### config.mk
export PLATFORM = sky130hd
export DESIGN_NAME = coecfg_top
export DESIGN_NICKNAME = d
export VERILOG_FILES = /design/src/rtl/coecfg_pkg.sv /design/src/rtl/coecfg_top.sv
export VERILOG_INCLUDE_DIRS = /design/src /design/src/rtl
export SDC_FILE = /design/constraint.sdc
export NUM_CORES = 1
export LEC_CHECK = 0
export ABC_AREA = 1
export BUFFER_PORTS_ARGS = -buffer_cell sky130_fd_sc_hd__buf_4
export CORE_ASPECT_RATIO = 1.4
export CORE_MARGIN = 8
export CORE_UTILIZATION = 37
export CTS_BUF_LIST = sky130_fd_sc_hd__clkbuf_8 sky130_fd_sc_hd__clkbuf_16
export CTS_CLUSTER_DIAMETER = 200
export DETAILED_ROUTE_END_ITERATION = 6
export GPL_TIMING_DRIVEN = 0
export PLACE_DENSITY = 0.67
export SETUP_SLACK_MARGIN = 0.2
export SYNTH_ARGS = -nofsm -noshare
export SYNTH_HDL_FRONTEND = slang
export SYNTH_SLANG_ARGS = --single-unit
### constraint.sdc
create_clock -name pclk -period 2 [get_ports pclk]
set_input_delay 0.2 -clock pclk [delete_from_list [all_inputs] [get_ports pclk]]
set_output_delay 0.2 -clock pclk [all_outputs]
set_load 0.05 [all_outputs]
### src/rtl/coecfg_cfg.svh
// offsets, field positions, reset values and counts of the event config
// assumes a 32-bit apb bus with one aligned word per register
`ifndef COECFG_CFG_SVH
`define COECFG_CFG_SVH
// register byte offsets
`define COE_OFF_CON1      12'h000
`define COE_OFF_RIS       12'h004
`define COE_OFF_RSIM      12'h008
// control register 1 fields
`define COE_RDBS_BIT      7
`define COE_FDBS_BIT      6
`define COE_POL_MSB       3
`define COE_POL_LSB       0
// writable bits and reset values
`define COE_CON1_WMASK    8'hCF
`define COE_SRC_WMASK     8'h7F
`define COE_CON1_RST      8'h00
`define COE_RIS_RST       8'h00
`define COE_RSIM_RST      8'h00
// phase delay count width and default
`define COE_PH_W          8
`define COE_PH_ZERO       8'h00
`endif

### src/rtl/coecfg_pkg.sv
// types shared by the event config block
// assumes the constants header is compiled alongside
package coecfg_pkg;
    // phase delay sequencer
    typedef enum logic [0:0] {
        PH_IDLE  = 1'b0,
        PH_COUNT = 1'b1
    } coecfg_ph_state_t;
    // shutdown override level per output pair
    typedef enum logic [1:0] {
        OVR_INACTIVE = 2'b00,
        OVR_TRISTATE = 2'b01,
        OVR_LOW      = 2'b10,
        OVR_HIGH     = 2'b11
    } coecfg_ovr_t;
endpackage

### src/rtl/coecfg_top.sv
// event config slice of a complementary output generator
// assumes apb master on pclk, sources synchronous to pclk
`timescale 1ns/100ps
`include "coecfg_cfg.svh"
module coecfg_top #(
    parameter int AW   = 12,
    parameter int NSRC = 7
) (
    // apb slave
    input  wire logic                  pclk,
    input  wire logic                  presetn,
    input  wire logic                  psel,
    input  wire logic                  penable,
    input  wire logic                  pwrite,
    input  wire logic [AW-1:0]         paddr,
    input  wire logic [31:0]           pwdata,
    output logic      [31:0]           prdata,
    output logic                       pready,
    output logic                       pslverr,
    // event sources and timing
    input  wire logic [NSRC-1:0]       rise_src_in,
    input  wire logic                  gen_clk_en,
    input  wire logic [`COE_PH_W-1:0]  rise_phase_count,
    // drive from the steering logic, active high
    input  wire logic [3:0]            drive_in,
    input  wire logic                  shutdown_active,
    input  wire coecfg_pkg::coecfg_ovr_t ovr_ac,
    input  wire coecfg_pkg::coecfg_ovr_t ovr_bd,
    // event and dead-band source outputs
    output logic                       rise_event,
    output logic                       rise_db_chain,
    output logic                       fall_db_chain,
    // output pins a..d
    output logic      [3:0]            out_q,
    output logic      [3:0]            out_oe
);
    import coecfg_pkg::*;

    // ----------------------------------------------------------------
    // register file
    // ----------------------------------------------------------------
    logic [7:0] con1_ff;
    logic [7:0] ris_ff;
    logic [7:0] rsim_ff;
    logic [7:0] nxt_con1;
    logic [7:0] nxt_ris;
    logic [7:0] nxt_rsim;

    // address decode
    wire        setup_ph  = psel & ~penable;
    wire        wr_fire   = psel & penable & pready & pwrite;
    wire        hit_con1  = (paddr == `COE_OFF_CON1);
    wire        hit_ris   = (paddr == `COE_OFF_RIS);
    wire        hit_rsim  = (paddr == `COE_OFF_RSIM);
    wire        hit_any   = hit_con1 | hit_ris | hit_rsim;
    wire [7:0]  wbyte     = pwdata[7:0];

    // masked write values, unimplemented bits stay zero
    // bits 5:4 of control and bit 7 of enable and mode never store a one
    assign nxt_con1 = (wr_fire & hit_con1) ? (wbyte & `COE_CON1_WMASK) : con1_ff;
    assign nxt_ris  = (wr_fire & hit_ris)  ? (wbyte & `COE_SRC_WMASK)  : ris_ff;
    assign nxt_rsim = (wr_fire & hit_rsim) ? (wbyte & `COE_SRC_WMASK)  : rsim_ff;

    // read mux
    wire [7:0]  rd_byte   = hit_con1 ? con1_ff :
                            hit_ris  ? ris_ff  :
                            hit_rsim ? rsim_ff : 8'h00;

    // register storage
    always_ff @(posedge pclk or negedge presetn) begin
        if (!presetn) begin
            con1_ff <= `COE_CON1_RST;
            ris_ff  <= `COE_RIS_RST;
            rsim_ff <= `COE_RSIM_RST;
        end else begin
            con1_ff <= nxt_con1;
            ris_ff  <= nxt_ris;
            rsim_ff <= nxt_rsim;
        end
    end

    // ----------------------------------------------------------------
    // apb answer, one access cycle
    // ----------------------------------------------------------------
    logic        pready_ff;
    logic        pslverr_ff;
    logic [31:0] prdata_ff;

    // answer staged in the setup cycle
    // read data is taken here so it stands through the access cycle
    always_ff @(posedge pclk or negedge presetn) begin
        if (!presetn) begin
            pready_ff  <= 1'b0;
            pslverr_ff <= 1'b0;
            prdata_ff  <= 32'h0000_0000;
        end else begin
            pready_ff  <= setup_ph;
            pslverr_ff <= setup_ph & ~hit_any;
            if (setup_ph & ~pwrite) begin
                prdata_ff <= {24'h00_0000, rd_byte};
            end
        end
    end

    assign pready  = pready_ff;
    assign pslverr = pslverr_ff;
    assign prdata  = prdata_ff;

    // ----------------------------------------------------------------
    // rising event source qualification
    // ----------------------------------------------------------------
    logic [NSRC-1:0] src_prev_ff;
    logic [NSRC-1:0] lvl_hit;
    logic [NSRC-1:0] edge_hit;

    // per source: enable gates both modes
    genvar gi;
    generate
        for (gi = 0; gi < NSRC; gi++) begin : g_src
            wire en   = ris_ff[gi];
            wire mode = rsim_ff[gi];
            assign lvl_hit[gi]  = en & ~mode & rise_src_in[gi];
            assign edge_hit[gi] = en & mode & rise_src_in[gi]
                                  & ~src_prev_ff[gi];
        end
    endgenerate

    // any qualified source counts
    wire any_lvl  = |lvl_hit;
    wire any_edge = |edge_hit;

    // previous source levels for edge detection
    // reset low like an idle source, so release gives no false edge
    always_ff @(posedge pclk or negedge presetn) begin
        if (!presetn) begin
            src_prev_ff <= '0;
        end else begin
            src_prev_ff <= rise_src_in;
        end
    end

    // ----------------------------------------------------------------
    // phase delay sequencer for edge mode
    // ----------------------------------------------------------------
    coecfg_ph_state_t        ph_state_ff;
    coecfg_ph_state_t        nxt_ph_state;
    logic [`COE_PH_W-1:0]    ph_cnt_ff;
    logic [`COE_PH_W-1:0]    nxt_ph_cnt;
    logic                    ph_done;

    // count down on module clock enables, edge restarts the delay
    // from idle a zero count skips the wait and fires on the next edge
    always_comb begin
        nxt_ph_state = ph_state_ff;
        nxt_ph_cnt   = ph_cnt_ff;
        ph_done      = 1'b0;
        case (ph_state_ff)
            PH_IDLE: begin
                if (any_edge) begin
                    if (rise_phase_count == `COE_PH_ZERO) begin
                        ph_done = 1'b1;
                    end else begin
                        nxt_ph_state = PH_COUNT;
                        nxt_ph_cnt   = rise_phase_count;
                    end
                end
            end
            PH_COUNT: begin
                if (any_edge) begin
                    nxt_ph_cnt = rise_phase_count;
                end else if (gen_clk_en) begin
                    if (ph_cnt_ff == 8'h01) begin
                        ph_done      = 1'b1;
                        nxt_ph_state = PH_IDLE;
                        nxt_ph_cnt   = `COE_PH_ZERO;
                    end else begin
                        nxt_ph_cnt = ph_cnt_ff - 8'h01;
                    end
                end
            end
            default: begin
                nxt_ph_state = PH_IDLE;
                nxt_ph_cnt   = `COE_PH_ZERO;
            end
        endcase
    end

    // sequencer state
    always_ff @(posedge pclk or negedge presetn) begin
        if (!presetn) begin
            ph_state_ff <= PH_IDLE;
            ph_cnt_ff   <= `COE_PH_ZERO;
        end else begin
            ph_state_ff <= nxt_ph_state;
            ph_cnt_ff   <= nxt_ph_cnt;
        end
    end

    // ----------------------------------------------------------------
    // event and dead-band source outputs
    // ----------------------------------------------------------------
    logic rise_event_ff;
    logic rise_db_chain_ff;
    logic fall_db_chain_ff;

    // level hits pass at once, edges after the phase delay
    always_ff @(posedge pclk or negedge presetn) begin
        if (!presetn) begin
            rise_event_ff    <= 1'b0;
            rise_db_chain_ff <= 1'b0;
            fall_db_chain_ff <= 1'b0;
        end else begin
            rise_event_ff    <= any_lvl | ph_done;
            rise_db_chain_ff <= con1_ff[`COE_RDBS_BIT];
            fall_db_chain_ff <= con1_ff[`COE_FDBS_BIT];
        end
    end

    assign rise_event    = rise_event_ff;
    assign rise_db_chain = rise_db_chain_ff;
    assign fall_db_chain = fall_db_chain_ff;

    // ----------------------------------------------------------------
    // output polarity and shutdown override
    // ----------------------------------------------------------------
    logic [3:0] out_q_ff;
    logic [3:0] out_oe_ff;
    logic [3:0] nxt_q;
    logic [3:0] nxt_oe;
    wire  [3:0] pol = con1_ff[`COE_POL_MSB:`COE_POL_LSB];

    // a,c use the ac override, b,d the bd override
    generate
        for (gi = 0; gi < 4; gi++) begin : g_out
            coecfg_ovr_t ovr;
            assign ovr = (gi % 2 == 0) ? ovr_ac : ovr_bd;
            assign nxt_q[gi]  = !shutdown_active ? (drive_in[gi] ^ pol[gi]) :
                                (ovr == OVR_HIGH) ? 1'b1 :
                                (ovr == OVR_LOW)  ? 1'b0 : pol[gi];
            assign nxt_oe[gi] = !(shutdown_active && ovr == OVR_TRISTATE);
        end
    endgenerate

    // pin registers
    always_ff @(posedge pclk or negedge presetn) begin
        if (!presetn) begin
            out_q_ff  <= 4'h0;
            out_oe_ff <= 4'h0;
        end else begin
            out_q_ff  <= nxt_q;
            out_oe_ff <= nxt_oe;
        end
    end

    assign out_q  = out_q_ff;
    assign out_oe = out_oe_ff;
endmodule // coecfg_top

==> flow_summary.yaml, run 1 <==
status:
  status: "completed"
place:
  gp_congestion: 0.834
  placement.io_buffers: 70
  place_ws_ps: 432
  dp_hpwl_um: 6390
cells_and_area:
  num_antenna_cells: 0
  layout-drive-gt1-share: 0.249
  layout-area-overhead-vs-synth_pct: 28.7
  number_of_fill_cells: 797
  finish.net_count: 568
detailed_routing:
  final_antenna_net_count: 0
  route.vias.total: 2782
  drc: 0
  avgRoutedWirePerCell_um: 13.4
  post_drt_via_cell_ratio: 4.68
  drt_iter0_markers: 95
  wl_final_um: 7980
  detailed_routing_iterations_pass_1: 4
synth:
  syn-mean-instance-area_um2: 7.97
  ys_async_sr_fraction: 1.00
  post_synth_num_cell_types: 40
  netlist_area_um2: 3120
  yosysSeqAreaShare: 0.442
  synthTopCellsByArea: "dfrtp_1 44%, nand2_1 12%, buf_4 6.3%, nand3_1 5.9%, inv_1 5.3%"
  most_frequent_cell_after_synthesis: "nand2_1"
  synth_enable_flop_cells: 0
  top_reg_cell_synth: "dfrtp_1"
  synth-seq-cells: 55
  synthDominantCellAreaShare: 0.442
  netlist.top_cell.by_area: "dfrtp_1"
  synthTopCellsByCount: "100 x nand2_1, 55 x dfrtp_1, 44 x inv_1"
  post_synth_inst_count: 391
  yosysWarningCount: 0
clock_network:
  cts.repair.resized: 0
  sinks_on_clock_net: 55
  clock_path_buffers: 2
  clk_pin_slew_ps: 70
  cts-buffers-inserted: 5
  clockRootBuffer: "clkbuf_16"
  worstSkewPairLatency_ps: 290
  tritoncts: "yes"
  cts_h_tree_depth: 2
sta:
  tightest_slew_ps: 691
  number_of_slew_limit_violations_in_the_final_report: 0
  grt_setup_unrepaired: "no"
  setup_tns_ps: 0
  period_needed_ps: 1600
  finalHoldViolations: 0
  maxClockFrequency_mhz: 625
  fin_skew_ps: 7.01
  final_setup_fails: 0
  final_critical_path_setup_slack_ps: 400
  worst_slew_margin_rel: 0.540
  fin_crit_share: 0.800
global_route:
  globalRouteOverflowTotal: 0
  grt_start_max_net_pins: 56
  grt_pass1_vias: 2891
  track_usage: 0.141
  antenna_found_initial: 0
  grt_first_pass_wirelength_um: 13600
critical_path:
  path_class: "register to register"
  end_kind: "register"
  timing.critical_path.from_type: "register"
  number_of_cells_on_the_worst_reg_to_reg_path: 9
  worstPathCellList: "nand2_1 > inv_1 > nand2_1 > nand2_1 > nor2_1 > nand3_1 > nand2_1 > nand3_1 > nand2_1"
  critical_path_peak_fanout: 8
  worst_ep_arrival_time_ps: 1820
  critical-path-max-stage-delay_ps: 400
  critical_path_cell_with_the_highest_stage_delay: "dfrtp_1"
  critical_path_required_ps: 2220
  path_common_cell: "nand2_1"
pwr:
  powerDensity_nw_per_um2: 673
  max-vdd-ir-drop_mv: 0.478
  leakagePower_nw: 2.20
  post-layout-total-power_mw: 2.70
die:
  fp.coreArea_um2: 8150
  ios: 119
  dieHeight_um: 125
  start_util: 0.382
  core.rowCount: 39
  die_area_um2: 11700
  chipWidth_um: 93.6
worst_hold_path:
  worst_min_delay_path_class: "primary input to register"
  worstHoldPathCells: 1
flow_run:
  timing.max_cap.violations: 0
critical path, delay by kind of cell (launching register included):
kind | cells | cell delay [ps]
buf+inv | 1 | 60
flops | 1 | 400
simple gates | 8 | 1070
report_power, final:
group          total [mW]  internal, mW  switching, mW
registers            1.23          1.17         0.0586
logic               0.608         0.228          0.381
clock network       0.864         0.465          0.399
worst paths after layout:
check	startpoint	to	slack (ps)
setup / recovery	ris_ff[3]	ph_cnt_ff[4]	400
hold / removal	rise_src_in[5]	src_prev_ff[5]	30
setup reg to reg	ris_ff[3]	ph_cnt_ff[4]	400
hold reg to reg	con1_ff[7]	rise_db_chain	390
max in group asynchronous	presetn	ph_cnt_ff[6]	1050
min in group asynchronous	presetn	ph_cnt_ff[4]	500
cells in the final DEF (no fill, tap or decap), types with 7 or more instances in the layout:
cell type  instances
buf_4             96
o21ai_0           25
o21ai_1           10
dfrtp_1           55
nor2_1            34
nand3_1           37
conb_1            24
inv_1             45
o211ai_1           7
nand2_1          100
flip-flops by register name (all words and copies together), names as in the netlist:
| name | flops |
|---|---|
| rsim_ff | 7 |
| pready | 1 |
| out_q | 4 |
| ph_state_ff | 1 |
| rise_event | 1 |
| con1_ff | 6 |
| rise_db_chain | 1 |
| fall_db_chain | 1 |
| out_oe | 2 |
| ph_cnt_ff | 8 |
| prdata | 8 |
| pslverr | 1 |
| ris_ff | 7 |
| src_prev_ff | 7 |
metrics by stage:
step	instances	util	hold WS, ps	instance area, um^2
after floorplan	414	-	-95.6	3200
after global placement	586	0.473	300	3850
after detailed placement	586	0.473	303	3850
after CTS	595	0.492	23.7	4010
after global routing	595	0.492	21.8	4010
final	595	0.492	26.3	4010
layout make-up:
cell class              instances  area [um^2]  area share
well taps                     102          128      0.0318
repair buffers                 71          536       0.134
clock inverters                 3         20.0     0.00499
plain buffers                  30          226      0.0565
clock buffers                   5          125      0.0312
flip-flops and latches         55         1380       0.343
inverters                      45          170      0.0424
multi-input cells             284         1430       0.356
metal layers:
layer  part of all wire  routed length [um]  vias up  track usage
li1                   -                   -     1422            -
met1               0.38                3000     1278        0.146
met5                  0                   0        -            0
met2               0.54                4320       70        0.263
met4              0.013                 106        0       0.0384
met3              0.069                 548       12       0.0422
repair_timing:
action	CTS	global route
hold buffers	1	0
buffers inserted	0	0
endpoints found under the hold margin	37	0
cells by family after synthesis:
logic type	after synthesis	synth area share
xor gates and xnor gates	4	0.0112
adders and majority gates	2	0.00803
DFF	55	0.442
AOI/OAI and AO/OA	60	0.114
buffers and inverters	75	0.127
other	1	0.00120
and+or+nand+nor	194	0.297
Note: power is estimated with default switching activity, not from simulation.
==> inputs of run 2 (changes only) <==
--- a/config.mk
+++ b/config.mk
@@ -15,7 +15,7 @@
 export CTS_CLUSTER_DIAMETER = 200
 export DETAILED_ROUTE_END_ITERATION = 6
 export GPL_TIMING_DRIVEN = 0
-export PLACE_DENSITY = 0.67
+export PLACE_DENSITY = 0.7
 export SETUP_SLACK_MARGIN = 0.2
 export SYNTH_ARGS = -nofsm -noshare
 export SYNTH_HDL_FRONTEND = slang
==> constraint.sdc (replaced) <==
create_clock -name pclk -period 1.3 [get_ports pclk]
set_input_delay 0.13 -clock pclk [delete_from_list [all_inputs] [get_ports pclk]]
set_output_delay 0.13 -clock pclk [all_outputs]
set_load 0.05 [all_outputs]
==> flow_summary.yaml, run 2 (synthesis gave the netlist of run 1 again) <==
detailed_routing:
  top_signal_layer_used: "met4"
  detail_route.wirelength.met1_um: 3320
  avgRoutedWirePerCell_um: 14.3
  final_antenna_net_count: 0
  dr_wl_met3_um: 578
  detailed_routing_iterations_pass_1: 4
  route.vias.total: 3044
  drc: 0
  met2_wirelength_um: 4960
  drt_iter0_markers: 143
  wl_final_um: 9030
  post_drt_via_cell_ratio: 4.82
sta:
  final_critical_path_setup_slack_ps: -95.6
  finalHoldViolations: 0
  period_needed_ps: 1400
  fin_crit_share: 1.07
  final_setup_fails: 10
  grt_setup_unrepaired: "yes"
  fin_skew_ps: 4.54
  maxClockFrequency_mhz: 717
  number_of_slew_limit_violations_in_the_final_report: 0
  setup_tns_ps: -660
  tightest_slew_ps: 508
  worst_slew_margin_rel: 0.661
cells_and_area:
  num_antenna_cells: 0
  layout_common_cells: "110 x buf_4, 83 x nand2_1, 52 x dfrtp_1, 34 x inv_1, 28 x nor2_1"
  layout-drive-gt1-share: 0.397
  finish.net_count: 604
  layout.cells.most_common: "buf_4"
  number_of_fill_cells: 725
  layout-area-overhead-vs-synth_pct: 47.7
clock_network:
  tritoncts: "yes"
  worstSkewPairLatency_ps: 290
  sinks_on_clock_net: 55
  clock_path_buffers: 2
  clk_pin_slew_ps: 70
  cts-buffers-inserted: 5
  cts_h_tree_depth: 2
  clockRootBuffer: "clkbuf_16"
pwr:
  power_frac_clock: 0.309
  switching_share: 0.317
  share_seq_of_total_power: 0.427
  max-vdd-ir-drop_mv: 0.585
  cell_internal_pwr_mw: 3.06
  p_switching_mw: 1.42
  powerDensity_nw_per_um2: 972
  share_comb_of_total_power: 0.264
  leakagePower_nw: 2.44
critical_path:
  critical-path-max-stage-delay_ps: 410
  timing.critical_path.from_type: "register"
  worst_ep_arrival_time_ps: 1610
  path_common_cell: "inv_2"
  critical_path_peak_fanout: 7
  critical_path_cell_with_the_highest_stage_delay: "dfrtp_1"
  end_kind: "register"
  cp_buf_inv_count: 2
  critical_path_required_ps: 1510
  worstPathCellList: "inv_2 > ha_4 > inv_2 > nor3_2 > nand2_2 > nor2_2 > nand3_1 > o211ai_1"
  critPathTopFamily: "simple AND/OR/NAND/NOR gates"
  path_class: "register to register"
global_route:
  grt_pass1_vias: 3086
  antenna_found_initial: 0
  grt_start_max_net_pins: 56
  globalRouteOverflowTotal: 0
  track_usage: 0.144
  grt_first_pass_wirelength_um: 14000
flow_run:
  timing.max_cap.violations: 0
place:
  placement.io_buffers: 70
  gp_congestion: 0.874
  dp_hpwl_um: 6270
  place_ws_ps: -182
status:
  violations_in_the_final_reports: "negative setup slack"
  status: "complete, but fails checks"
die:
  start_util: 0.382
  ios: 119
  core.rowCount: 39
  die_area_um2: 11700
  fp.coreArea_um2: 8150
  chipWidth_um: 93.6
  dieHeight_um: 125
worst_hold_path:
  worst_min_delay_path_class: "primary input to register"
==> run 2: per-stage QoR <==
stage          hold WS, ps  area (um^2)  std cells   util  total power [mW]
2_1_floorplan         -166         3260        414      -              2.60
3_3_place_gp           224         3910        586  0.480              2.88
3_5_place_dp           225         3910        586  0.480              2.90
4_1_cts               22.6         4420        622  0.542              4.41
5_1_grt               41.5         4600        631  0.565              4.68
6_report              27.0         4600        631  0.565              4.47
==> run 2: path summary, 6_finish.rpt <==
| path | start | to | slack, ps | cells after the start |
|---|---|---|---|---|
| worst max-delay path | ph_cnt_ff[1] | rise_event | -100 | 8 |
| worst min-delay path | ovr_bd[0] | out_oe[1] | 30 | 2 |
| worst max register to register | ph_cnt_ff[1] | rise_event | -100 | 8 |
| worst min register to register | con1_ff[7] | rise_db_chain | 390 | 0 |
| max in group asynchronous | presetn | ph_cnt_ff[0] | 550 | 2 |
| min in group asynchronous | presetn | out_q[3] | 360 | 2 |
==> run 2: final cells by class <==
type                            count  area [um^2]  area share
Multi-Input combinational cell    288         1700       0.369
Sequential cell                    55         1380       0.300
Timing Repair Buffer              103          837       0.182
Buffer                             30          235      0.0511
Inverter                           45          170      0.0370
Clock buffer                        6          139      0.0302
Tap cell                          102          128      0.0277
Clock inverter                      2         12.5     0.00272
==> run 2: power groups by stage <==
| stage | clock [mW] | combinational, mW | sequential, mW |
|---|---|---|---|
| after floorplan | 0 | 0.637 | 1.96 |
| after global placement | 0 | 0.965 | 1.92 |
| after detailed placement | 0 | 0.981 | 1.92 |
| after CTS | 1.42 | 1.10 | 1.89 |
| after global routing | 1.47 | 1.29 | 1.92 |
| final | 1.38 | 1.18 | 1.91 |
==> run 2: worst register-to-register path: stages (launching register included) <==
cell and delay, ps:
dfrtp_1 410, inv_2 110, ha_4 130, inv_2 40
nor3_2 110, nand2_2 160, nor2_2 170, nand3_1 90
o211ai_1 100
==> run 2: what timing repair did <==
item,4_1_cts,5_1_grt
resized for setup,38,35
endpoints found under the setup margin,31,32
gates cloned,1,3
pin swaps,23,25
hold endpoints to repair,63,0
setup buffers,18,6
hold buffers,9,0
==> run 2: per-layer routing <==
| metal | GRT usage | up-vias |
|---|---|---|
| met5 | 0 | - |
| met4 | 0.0394 | 0 |
| met3 | 0.0452 | 16 |
| met2 | 0.261 | 93 |
| met1 | 0.153 | 1430 |
| li1 | - | 1505 |
